<file path="src/spg_pkg.sv">
// Constants, field positions and state types of the sector protection block.
// Assumes one system clock; every other package user imports spg_pkg::*.
package spg_pkg;
   localparam int          NUM_SECT      = 64;
   localparam int          SECT_IDX_W    = 6;
   localparam int          ADDR_BITS     = 24;
   localparam int          SECT_ADDR_HI  = 21;
   localparam int          SECT_ADDR_LO  = 16;
   localparam logic [7:0]  OPC_RD_PROT   = 8'h3C;
   localparam logic [7:0]  RESP_PROT     = 8'hFF;
   localparam logic [7:0]  RESP_UNPROT   = 8'h00;
   localparam logic [5:0]  CNT_OPC_LAST  = 6'h07;
   localparam logic [5:0]  CNT_ADDR_LAST = 6'h17;
   localparam logic [5:0]  CNT_ONE       = 6'h01;
   localparam logic [5:0]  CNT_ZERO      = 6'h00;
   localparam int          LOCK_POS      = 7;
   localparam int          GLB_HI        = 5;
   localparam int          GLB_LO        = 2;
   localparam int          SR_WP_POS     = 4;
   localparam int          SR_SUM_HI     = 3;
   localparam int          SR_SUM_LO     = 2;
   localparam logic [3:0]  GLB_PROT      = 4'hF;
   localparam logic [3:0]  GLB_UNPROT    = 4'h0;
   localparam logic [1:0]  SUM_NONE      = 2'h0;
   localparam logic [1:0]  SUM_SOME      = 2'h1;
   localparam logic [1:0]  SUM_ALL       = 2'h3;
   localparam logic        PROT_RST      = 1'b1;
   localparam logic        LOCK_RST      = 1'b0;
   localparam logic [7:0]  SR_RST        = 8'h00;

   typedef enum logic [2:0] {ST_IDLE, ST_OPC, ST_ADDR, ST_RESP, ST_SKIP} spg_rd_state_e;
endpackage

</file>
<file path="src/spg_link_if.sv">
// Synchronised serial-link events passed from the pin front end to the core.
// Assumes both ends run on the same system clock.
`timescale 1ns/1ns
`default_nettype none
interface spg_link_if;
   logic sck_rise;
   logic sck_fall;
   logic cs_act;
   logic si_bit;
   logic wp_n;

   modport drv  (output sck_rise, output sck_fall, output cs_act, output si_bit, output wp_n);
   modport core (input sck_rise, input sck_fall, input cs_act, input si_bit, input wp_n);
endinterface
`default_nettype wire

</file>
<file path="src/sector_protect_global_ctrl.sv">
// Sector protection bits with global protect/unprotect, lock bit and protection read.
// Assumes status byte 1 writes arrive as a strobe from the command decoder.
// Function
// - Unlocked write with bits 5..2 all ones sets every protection bit.
// - Unlocked write with bits 5..2 all zeros clears every protection bit.
// - Mixed bits 5..2 leave protection unchanged; lock bit still updated.
// - Only bit 7 is stored as lock bit; bits 5..2 decoded only.
// - Pin low and lock set: write ignored entirely, lock stays one.
// - Pin high and lock set: no global operation, bit 7 may clear lock.
// - Writing 0Fh with pin deasserted clears lock without protection change.
// - Writing F0h while unlocked sets lock, protection untouched.
// - Writing FFh while unlocked protects globally and sets lock together.
// - Global protect during suspend aborts, no change, write enable latch cleared.
// - Status read bits 4..2 show pin state (bit 4) and protection summary (bits 3..2).
// - After address, output repeats FFh if protected, 00h if not.
// - Chip select high ends read and floats output, any bit.
// - Protection read reflects only stored bit, never the pin.
// - Summary bits tell whether all, some or no sectors are protected.
// - Every protection bit resets to one.
`timescale 1ns/1ns
`default_nettype none
module sector_protect_global_ctrl
   import spg_pkg::*;
(
   input  wire logic                clk_i,
   input  wire logic                sys_rst_i,
   input  wire logic                spi_sck_i,
   input  wire logic                spi_cs_n_i,
   input  wire logic                spi_si_i,
   input  wire logic                wp_n_i,
   input  wire logic                sr1_wr_stb_i,
   input  wire logic [7:0]          sr1_wr_data_i,
   input  wire logic                write_enable_latch_i,
   input  wire logic                suspend_i,
   output logic                     spi_so_o,
   output logic                     spi_so_oe_o,
   output logic                     protection_lock_bit_o,
   output logic                     write_enable_latch_clr_o,
   output logic [1:0]               soft_protect_summary_o,
   output logic [7:0]               sr1_rd_o,
   output logic [NUM_SECT-1:0]      sect_prot_o
);
   spg_link_if lnk ();

   spg_pin_sync u_sync (
      .clk_i      (clk_i),
      .sys_rst_i  (sys_rst_i),
      .spi_sck_i  (spi_sck_i),
      .spi_cs_n_i (spi_cs_n_i),
      .spi_si_i   (spi_si_i),
      .wp_n_i     (wp_n_i),
      .lnk        (lnk)
   );

   function automatic logic [1:0] sum_of(input logic [NUM_SECT-1:0] p);
      if (&p)
         return SUM_ALL;
      else if (|p)
         return SUM_SOME;
      else
         return SUM_NONE;
   endfunction

   // Protection and lock state
   logic [NUM_SECT-1:0] prot_r;
   logic [NUM_SECT-1:0] prot_nxt;
   logic                lock_r;
   logic                lock_nxt;
   logic                abort_r;
   logic                abort_nxt;
   logic [1:0]          sum_r;
   logic [1:0]          sum_nxt;
   logic [7:0]          sr_r;
   logic [7:0]          sr_nxt;
   logic                wr_ok;
   logic                hw_lock;
   logic [3:0]          glb;

   assign wr_ok   = sr1_wr_stb_i & write_enable_latch_i;
   assign hw_lock = lock_r & ~lnk.wp_n;
   assign glb     = sr1_wr_data_i[GLB_HI:GLB_LO];

   always_comb begin
      prot_nxt    = prot_r;
      lock_nxt    = lock_r;
      abort_nxt   = 1'b0;
      if (wr_ok && !hw_lock) begin
         if (lock_r) begin
            lock_nxt = sr1_wr_data_i[LOCK_POS];
         end else if (glb == GLB_PROT && suspend_i) begin
            abort_nxt = 1'b1;
         end else begin
            lock_nxt = sr1_wr_data_i[LOCK_POS];
            if (glb == GLB_PROT)
               prot_nxt = {NUM_SECT{1'b1}};
            else if (glb == GLB_UNPROT)
               prot_nxt = {NUM_SECT{1'b0}};
         end
      end
      sum_nxt = sum_of(prot_r);
      sr_nxt  = SR_RST;
      sr_nxt[LOCK_POS]            = lock_r;
      sr_nxt[SR_WP_POS]           = lnk.wp_n;
      sr_nxt[SR_SUM_HI:SR_SUM_LO] = sum_of(prot_r);
   end

   always_ff @(posedge clk_i) begin
      if (sys_rst_i) begin
         prot_r    <= {NUM_SECT{PROT_RST}};
         lock_r    <= LOCK_RST;
         abort_r   <= 1'b0;
         sum_r     <= SUM_ALL;
         sr_r      <= SR_RST;
      end else begin
         prot_r    <= prot_nxt;
         lock_r    <= lock_nxt;
         abort_r   <= abort_nxt;
         sum_r     <= sum_nxt;
         sr_r      <= sr_nxt;
      end
   end

   // Protection read over the serial link
   spg_rd_state_e        st_r;
   spg_rd_state_e        st_nxt;
   logic [5:0]           cnt_r;
   logic [5:0]           cnt_nxt;
   logic [ADDR_BITS-1:0] sh_r;
   logic [ADDR_BITS-1:0] sh_nxt;
   logic                 sel_r;
   logic                 sel_nxt;
   logic                 so_r;
   logic                 so_nxt;
   logic                 oe_r;
   logic                 oe_nxt;
   logic [ADDR_BITS-1:0] sh_in;

   assign sh_in = {sh_r[ADDR_BITS-2:0], lnk.si_bit};

   always_comb begin
      st_nxt  = st_r;
      cnt_nxt = cnt_r;
      sh_nxt  = sh_r;
      sel_nxt = sel_r;
      so_nxt  = so_r;
      oe_nxt  = oe_r;
      if (!lnk.cs_act) begin
         st_nxt = ST_IDLE;
         oe_nxt = 1'b0;
         so_nxt = 1'b0;
      end else begin
         unique case (st_r)
            ST_IDLE: begin
               st_nxt  = ST_OPC;
               cnt_nxt = CNT_ZERO;
            end
            ST_OPC: if (lnk.sck_rise) begin
               sh_nxt  = sh_in;
               cnt_nxt = cnt_r + CNT_ONE;
               if (cnt_r == CNT_OPC_LAST) begin
                  cnt_nxt = CNT_ZERO;
                  st_nxt  = (sh_in[7:0] == OPC_RD_PROT) ? ST_ADDR : ST_SKIP;
               end
            end
            ST_ADDR: if (lnk.sck_rise) begin
               sh_nxt  = sh_in;
               cnt_nxt = cnt_r + CNT_ONE;
               if (cnt_r == CNT_ADDR_LAST) begin
                  // Captured once: later protection changes do not alter this read
                  sel_nxt = prot_r[sh_in[SECT_ADDR_HI:SECT_ADDR_LO]];
                  st_nxt  = ST_RESP;
               end
            end
            ST_RESP: if (lnk.sck_fall) begin
               oe_nxt = 1'b1;
               so_nxt = sel_r ? RESP_PROT[0] : RESP_UNPROT[0];
            end
            ST_SKIP: begin
            end
         endcase
      end
   end

   always_ff @(posedge clk_i) begin
      if (sys_rst_i) begin
         st_r  <= ST_IDLE;
         cnt_r <= CNT_ZERO;
         sh_r  <= {ADDR_BITS{1'b0}};
         sel_r <= PROT_RST;
         so_r  <= 1'b0;
         oe_r  <= 1'b0;
      end else begin
         st_r  <= st_nxt;
         cnt_r <= cnt_nxt;
         sh_r  <= sh_nxt;
         sel_r <= sel_nxt;
         so_r  <= so_nxt;
         oe_r  <= oe_nxt;
      end
   end

   assign spi_so_o                 = so_r;
   assign spi_so_oe_o              = oe_r;
   assign protection_lock_bit_o    = lock_r;
   assign write_enable_latch_clr_o = abort_r;
   assign soft_protect_summary_o   = sum_r;
   assign sr1_rd_o                 = sr_r;
   assign sect_prot_o              = prot_r;

   property p_glob_prot;
      @(posedge clk_i) disable iff (sys_rst_i)
      (wr_ok && !lock_r && glb == GLB_PROT && !suspend_i) |=> (&prot_r);
   endproperty
   a_glob_prot: assert property (p_glob_prot) else $error("global protect missed");

   property p_glob_unprot;
      @(posedge clk_i) disable iff (sys_rst_i)
      (wr_ok && !lock_r && glb == GLB_UNPROT) |=> (prot_r == '0) ##1 (sum_r == SUM_NONE);
   endproperty
   a_glob_unprot: assert property (p_glob_unprot) else $error("global unprotect missed");

   property p_mixed;
      @(posedge clk_i) disable iff (sys_rst_i)
      (wr_ok && glb != GLB_PROT && glb != GLB_UNPROT) |=> $stable(prot_r);
   endproperty
   a_mixed: assert property (p_mixed) else $error("mixed write changed protection");

   property p_lock_store;
      @(posedge clk_i) disable iff (sys_rst_i)
      (wr_ok && !hw_lock && !(glb == GLB_PROT && suspend_i && !lock_r))
         |=> (lock_r == $past(sr1_wr_data_i[LOCK_POS]));
   endproperty
   a_lock_store: assert property (p_lock_store) else $error("lock bit not stored");

   property p_hw_lock;
      @(posedge clk_i) disable iff (sys_rst_i)
      (wr_ok && hw_lock) |=> ($stable(prot_r) && lock_r);
   endproperty
   a_hw_lock: assert property (p_hw_lock) else $error("hardware lock breached");

   property p_soft_lock;
      @(posedge clk_i) disable iff (sys_rst_i)
      (wr_ok && lock_r && lnk.wp_n) |=> $stable(prot_r);
   endproperty
   a_soft_lock: assert property (p_soft_lock) else $error("global op while locked");

   property p_abort;
      @(posedge clk_i) disable iff (sys_rst_i)
      (wr_ok && !hw_lock && !lock_r && glb == GLB_PROT && suspend_i)
         |=> (write_enable_latch_clr_o && $stable(prot_r) && !lock_r);
   endproperty
   a_abort: assert property (p_abort) else $error("suspend abort failed");

   property p_resp;
      @(posedge clk_i) disable iff (sys_rst_i)
      (st_r == ST_RESP && lnk.cs_act && lnk.sck_fall) |=> (spi_so_oe_o && spi_so_o == sel_r);
   endproperty
   a_resp: assert property (p_resp) else $error("wrong protection read data");

   property p_cs_end;
      @(posedge clk_i) disable iff (sys_rst_i)
      !lnk.cs_act |=> (!spi_so_oe_o && st_r == ST_IDLE);
   endproperty
   a_cs_end: assert property (p_cs_end) else $error("output not floated");

   property p_summary;
      @(posedge clk_i) disable iff (sys_rst_i)
      // Skips the last reset edge, where the status view is still all zero
      !sys_rst_i |=> (soft_protect_summary_o == sum_of($past(prot_r))
                      && sr1_rd_o[SR_SUM_HI:SR_SUM_LO] == soft_protect_summary_o);
   endproperty
   a_summary: assert property (p_summary) else $error("summary mismatch");
endmodule
`default_nettype wire

</file>
<file path="src/spg_pin_sync.sv">
// Two-stage synchronisers for the serial pins and write-protect pin, plus clock edge finding.
// Assumes the serial clock is far slower than clk_i (at least four system cycles per half).
`timescale 1ns/1ns
`default_nettype none
module spg_pin_sync
   import spg_pkg::*;
(
   input  wire logic clk_i,
   input  wire logic sys_rst_i,
   input  wire logic spi_sck_i,
   input  wire logic spi_cs_n_i,
   input  wire logic spi_si_i,
   input  wire logic wp_n_i,
   spg_link_if.drv   lnk
);
   logic [3:0] meta_r;
   logic [3:0] meta_nxt;
   logic [3:0] sync_r;
   logic [3:0] sync_nxt;
   logic       sck_d_r;
   logic       sck_d_nxt;

   always_comb begin
      meta_nxt  = {wp_n_i, spi_si_i, spi_cs_n_i, spi_sck_i};
      sync_nxt  = meta_r;
      sck_d_nxt = sync_r[0];
   end

   // Reset idles as CS high, write-protect deasserted
   always_ff @(posedge clk_i) begin
      if (sys_rst_i) begin
         meta_r  <= 4'hA;
         sync_r  <= 4'hA;
         sck_d_r <= 1'b0;
      end else begin
         meta_r  <= meta_nxt;
         sync_r  <= sync_nxt;
         sck_d_r <= sck_d_nxt;
      end
   end

   assign lnk.sck_rise = sync_r[0] & ~sck_d_r;
   assign lnk.sck_fall = ~sync_r[0] & sck_d_r;
   assign lnk.cs_act   = ~sync_r[1];
   assign lnk.si_bit   = sync_r[2];
   assign lnk.wp_n     = sync_r[3];
endmodule
`default_nettype wire

</file>
<file path="config.mk">
export PLATFORM = sky130hd
export DESIGN_NAME = sector_protect_global_ctrl
export DESIGN_NICKNAME = d
export VERILOG_FILES = /design/src/spg_pkg.sv /design/src/spg_link_if.sv /design/src/sector_protect_global_ctrl.sv /design/src/spg_pin_sync.sv
export SDC_FILE = /design/constraint.sdc
export NUM_CORES = 1
export LEC_CHECK = 0
export BUFFER_PORTS_ARGS = -buffer_cell sky130_fd_sc_hd__buf_2
export CORE_UTILIZATION = 35
export DETAILED_ROUTE_END_ITERATION = 8
export PLACE_DENSITY = 0.7
export SKIP_LAST_GASP = 1
export SYNTH_ARGS = -nofsm -noshare
export SYNTH_HDL_FRONTEND = slang
export SYNTH_SLANG_ARGS = --single-unit
</file>
<file path="constraint.sdc">
create_clock -name clk_i -period 1.9 [get_ports clk_i]
set_input_delay 0.19 -clock clk_i [delete_from_list [all_inputs] [get_ports clk_i]]
set_output_delay 0.19 -clock clk_i [all_outputs]
set_load 0.005 [all_outputs]
</file>
==> out/results.txt, run 1 <==
Max stage delay cell, worst path: dfxtp_1
Starting Density: 36.9%
CP max FO: 5
Final hold vios: 0
H-tree levels: 2
EDFF count, synth: 0
Synthesized instance count: 235
Post-Layout Cell Count: 330
Final Core Density: 38.7%
Critical setup path kind: register to register
Slowest cell delay on critical path: 0.36 ns
Design Area, Final: 2160 um^2
Layout cells sized above 1: 44.2%
Post-CTS Resized: 0
Hold Path End: u_sync.meta_r[1]
DP Cell Count: 322
R2r worst-path depth: 5
Setup Slack @ Placement: 0.274 ns
Hold_sp: spi_cs_n_i
Die Span Y: 78.6 um
Worst reg2reg setup slack: 0.23 ns
Buffers on Ports: 87
Library cells used by synthesis: 50
Fmax: 0.598 GHz
Avg WL per Cell: 10.6 um
R2r endpoint: sel_r
FF+latch count, synth: 35
WL final: 3490 um
Final Cycle Share: 88.0%
Vias per inst: 4.40
Setup bufs post-CTS: 0
Slew headroom: 64.8%
Layout Area Growth over Synthesis: 4.99%
Die X-Extent: 78.6 um
Pin count of the biggest net entering global routing: 69
First-pass GRT wire length: 5580 um
DR iter-0 viols: 146
Fillers: 543
Ys Warns: 0
Pleak: 0.796 nW
Setup TNS Final: 0 ns
Status: complete, no violations
Startpoint Class: register
Drt first pass iters: 5
Dpl cell area: 2040 um^2
Die footprint: 6180 um^2
Cell with the most instances after synthesis: buf_4
PwrDens: 729 nW/um^2
Clock Latency Late Sink: 0.30 ns
Fin. max-slew vios: 0
Top_reg_cell synth: dfxtp_1
Worst endpoint required time: 2.13 ns
Core area: 5570 um^2
Nets: 275
Max cap viols: 0
Root Buffer: clkbuf_8
CTS tree: done
Final setup vio count: 0
Hpwl dp: 2510 um
Worst Path Arrival: 1.90 ns
# rows: 27
Mapped cell area: 2050 um^2
Register Area: 702 um^2
Clock Pin Slew Worst Setup and Hold Paths: 0.08 ns
Gr usage total: 11.8%
Clk sinks: 35
RSZ-0062 raised after global routing: false
Cell taking the most area after synthesis: dfxtp_1
R2R Path Start: cnt_r[0]
Setup ws final: 0.228 ns
DR DRC count: 0
Antenna violations before repair: 0
Setup Skew: 0.0103 ns
I/O Pins: 95
Via count: 1453
Worst hold path class: input pin to register
Register area share after synthesis: 34.1%
ANT nets after route: 0
Minimum clock period: 1.67 ns
CTS Buf Count: 5
Overflow after GRT: 0
Area occupied by multi-input gates: 747 um^2
List of most frequent post-synthesis cells: buf_4, dfxtp_1, nand2_1
Synth top area share: 34.1%
Worst-margin pin slew: 0.529 ns
Peak supply drop: 0.409 mV
Routability cong.: 0.851
Critical Path End Type: register
Crit-path cells: ha_1 > and4bb_1 > nor3b_2 > nor4b_2 > mux2i_1
Inserted Diodes: 0
Syn avg cell area: 8.74 um^2
Hold depth: 2
Ys async rst share: 0%
Post-CTS Hold Buffers: 0
Bufs on Longest Clock Path: 2
Main area contributors after synthesis: dfxtp_1, buf_4, nand2_1
Vias in the first global route: 1233
[report_power, final]
| part | leakage (nW) | switching, mW | internal (mW) |
|---|---|---|---|
| Combinational | 0.457 | 0.0668 | 0.0593 |
| Sequential | 0.285 | 0.00991 | 0.749 |
| Clock | 0.0548 | 0.293 | 0.395 |
[cell usage in the layout, fill, tap and decap left out, types with 3 or more instances in the layout]
cell / count
a31oi_1: 3
nand2_1: 20
buf_4: 5
nor2_1: 7
nor4_1: 5
inv_1: 8
nor2b_1: 9
or3_1: 3
conb_1: 4
nand3_1: 3
buf_2: 87
dfxtp_1: 34
clkbuf_8: 5
o21ai_0: 3
a21oi_1: 13
or2_2: 5
nor3_1: 4
[critical path, delay by kind of cell, from the launching register on]
kind / cells / cell delay, ns
fa+ha+maj: 1 / 0.26
flops: 1 / 0.36
simple gates: 3 / 0.79
mux: 1 / 0.20
[how the worst max path moves through the flow]
stage                        start  cells past startpoint     to
after floorplan           cnt_r[0]                      5  sel_r
after global placement    cnt_r[0]                      5  sel_r
after detailed placement  cnt_r[0]                      5  sel_r
after CTS                 cnt_r[0]                      5  sel_r
after global routing      cnt_r[0]                      5  sel_r
final                     cnt_r[0]                      5  sel_r
[through the flow]
step	hold WS, ns	total power, mW
floorplan	0.294	0.902
global placement	0.372	0.901
detailed placement	0.376	0.903
CTS	0.0562	1.60
global route	0.0574	1.64
finish	0.0669	1.57
[cell type report]
class,instances,area share (%)
clock buffers,5,3.19
clock inverters,3,2.15
inverters,8,1.39
multi-input cells,115,34.6
flip-flops and latches,35,32.5
well taps,72,4.18
repair buffers,92,21.9
[flip-flops by register name (all words and copies together) (netlist names)]
name	cells
write_enable_latch_clr_o	1
u_sync.sync_r	4
sr1_rd_o	3
spi_so_oe_o	1
u_sync.meta_r	4
u_sync.sck_d_r	1
sect_prot_o	1
cnt_r	6
st_r	3
sh_r	7
protection_lock_bit_o	1
spi_so_o	1
sel_r	1
soft_protect_summary_o	1
[routing by layer]
metal,vias to the layer above,part of all wire (%),track usage [%]
li1,764,-,-
met1,646,49,14.6
met2,35,44,17.2
met3,8,5.1,5.00
met4,0,2.1,5.93
met5,-,0,0
[logic make-up after synthesis]
| family | Yosys count | synth area share [%] |
|---|---|---|
| buf+inv | 88 | 30.1 |
| flops | 35 | 34.1 |
| simple gates | 72 | 20.6 |
| fa+ha+maj | 3 | 1.64 |
| compound gates | 33 | 11.6 |
| other cells | 1 | 0.183 |
| xor+xnor | 1 | 0.792 |
| mux | 2 | 0.974 |
No activity file was read; power rests on OpenSTA's default activity.
==> run 2, diff against run 1 <==
PLACE_DENSITY = 0.68   (was 0.7)
clock period = 2.15 ns   (was 1.9 ns; I/O delays follow)
==> run 2 against run 1 <==
Against the previous run: core utilization shrank 0.56 points; sequential power down 11%; first-iteration DRC count is 40% lower; non-clock buffer count shrank 4; largest cell class unchanged; cell area shrank 1.5%; hold slack improved by 0.034 ns; clock skew fell by 0.0019 ns; combinational power fell by 13%; cell count shrank 1.2%.
==> out/results.txt, run 2 (synthesis results as in run 1) <==
Post-CTS Resized: 0 (unchanged)
Layout cells sized above 1: 42.9% (-1.3 points)
Vias in the first global route: 1202 (-2.5%)
Worst hold path class: input pin to register
Overflow after GRT: 0 (unchanged)
Fmax: 0.592 GHz (-1.1%)
Delay-heaviest family, CP: simple AND/OR/NAND/NOR gates
Core area: 5570 um^2 (unchanged)
First-pass GRT wire length: 5460 um (-2.1%)
Crit path buf inv count: 0 (unchanged)
CTS Buf Count: 5 (unchanged)
Most common cell after layout, fill and taps aside: buf_2
Buffers on Ports: 87 (unchanged)
Via count: 1425 (-1.9%)
I/O Pins: 95 (unchanged)
Critical setup path kind: register to register
Startpoint Class: register
WL final: 3460 um (-0.83%)
H-tree levels: 2 (unchanged)
Minimum clock period: 1.69 ns (+0.0188 ns)
PwrDens: 648 nW/um^2 (-11%)
Setup TNS Final: 0 ns (unchanged)
DR DRC count: 0 (unchanged)
Pin count of the biggest net entering global routing: 69 (unchanged)
Max stage delay cell, worst path: dfxtp_1
Clock Pin Slew Worst Setup and Hold Paths: 0.08 ns (about the same)
Layout Area Growth over Synthesis: 3.47%
Hpwl dp: 2520 um (+0.44%)
Nets: 271 (-1.5%)
Worst-margin pin slew: 0.668 ns (+0.140 ns)
Worst endpoint required time: 2.36 ns (+0.23 ns)
Inserted Diodes: 0 (unchanged)
Gr usage total: 11.2% (-0.57 points)
Design Area, Final: 2130 um^2 (-1.5%)
Bufs on Longest Clock Path: 2 (unchanged)
Avg WL per Cell: 10.6 um (+0.39%)
Register Area: 701 um^2 (-0.18%)
Total power: 1.38 mW (-12%)
Area occupied by multi-input gates: 747 um^2 (unchanged)
RSZ-0062 raised after global routing: false
CTS tree: done
Worst Path Arrival: 1.91 ns (about the same)
Crit-path cells: ha_1 > and4bb_1 > nor3b_2 > nor4b_2 > mux2i_1
Die footprint: 6180 um^2 (unchanged)
Final Cycle Share: 78.6% (-9.4 points)
Root Buffer: clkbuf_8
Die Span Y: 78.6 um (unchanged)
Slew headroom: 55.1% (-9.7 points)
Final hold vios: 0 (unchanged)
Antenna violations before repair: 0 (unchanged)
Slowest cell delay on critical path: 0.36 ns (about the same)
Setup bufs post-CTS: 0 (unchanged)
Max FFs per register: 7 (unchanged)
Peak supply drop: 0.381 mV (-6.8%)
DR iter-0 viols: 87 (-40%)
Largest Register: sh_r
Fin. max-slew vios: 0 (unchanged)
Max cap viols: 0 (unchanged)
Die X-Extent: 78.6 um (unchanged)
Vias per inst: 4.37 (-0.72%)
Fillers: 569 (+4.8%)
Setup Skew: 0.00846 ns (-0.00189 ns)
ANT nets after route: 0 (unchanged)
Drt first pass iters: 4 (-1)
CP max FO: 5 (unchanged)
Critical Path End Type: register
Pleak: 0.776 nW (-2.5%)
Clock Latency Late Sink: 0.29 ns (about the same)
Biggest regs: sh_r: 7 flops, cnt_r: 6 flops
Routability cong.: 0.861 (+1.2%)
# rows: 27 (unchanged)
Status: complete, no violations
Post-CTS Hold Buffers: 0 (unchanged)
Final setup vio count: 0 (unchanged)
Most frequent cells in the layout: buf_2, dfxtp_1, nand2_1, a21oi_1, nor2b_1
Starting Density: 36.9% (unchanged)
Clk sinks: 35 (unchanged)
Dpl cell area: 2010 um^2 (-1.5%)
[run 2: cell count changes in the layout (fill, tap and decap cells not counted)]
cell and change:
buf_4 -4, dfxtp_1 +1, dfxtp_2 -1
[run 2: path summary, 6_finish.rpt]
| path | slack (ns) | cells after the start | end | startpoint |
|---|---|---|---|---|
| worst min register to register | 0.41 | 1 | u_sync.sync_r[1] | u_sync.meta_r[1] |
| worst max register to register | 0.46 | 5 | sel_r | cnt_r[0] |
| worst min-delay path | 0.10 | 2 | u_sync.meta_r[1] | spi_cs_n_i |
| worst max-delay path | 0.46 | 5 | sel_r | cnt_r[0] |
[run 2: cell type report]
class / count / share of cell area [%]
multi-input cells: 115 / 35.1
inverters: 8 / 1.41
clock buffers: 5 / 3.24
repair buffers: 88 / 20.8
flip-flops and latches: 35 / 33.0
clock inverters: 3 / 2.18
well taps: 72 / 4.24
[run 2: where the power goes]
part / switching [mW] / internal (mW)
clock network: 0.247 / 0.349
logic: 0.0579 / 0.0515
registers: 0.00967 / 0.662
total: 0.315 / 1.06
[run 2: metrics by stage]
step	worst slack, ns	util [%]	instances	hold slack [ns]
finish	0.460	38.1	326	0.101
global route	0.293	38.1	326	0.0890
CTS	0.457	38.1	326	0.0938
detailed placement	0.482	36.1	318	0.398
global placement	0.523	36.1	318	0.393
floorplan	0.241	-	238	0.319
[run 2: metal layers]
| layer | up-vias | wire, um | global-route usage (%) |
|---|---|---|---|
| li1 | 758 | - | - |
| met2 | 40 | 1510 | 17.6 |
| met1 | 625 | 1740 | 13.9 |
| met4 | 0 | 29 | 4.44 |
| met5 | - | 0 | 0 |
| met3 | 2 | 185 | 3.95 |
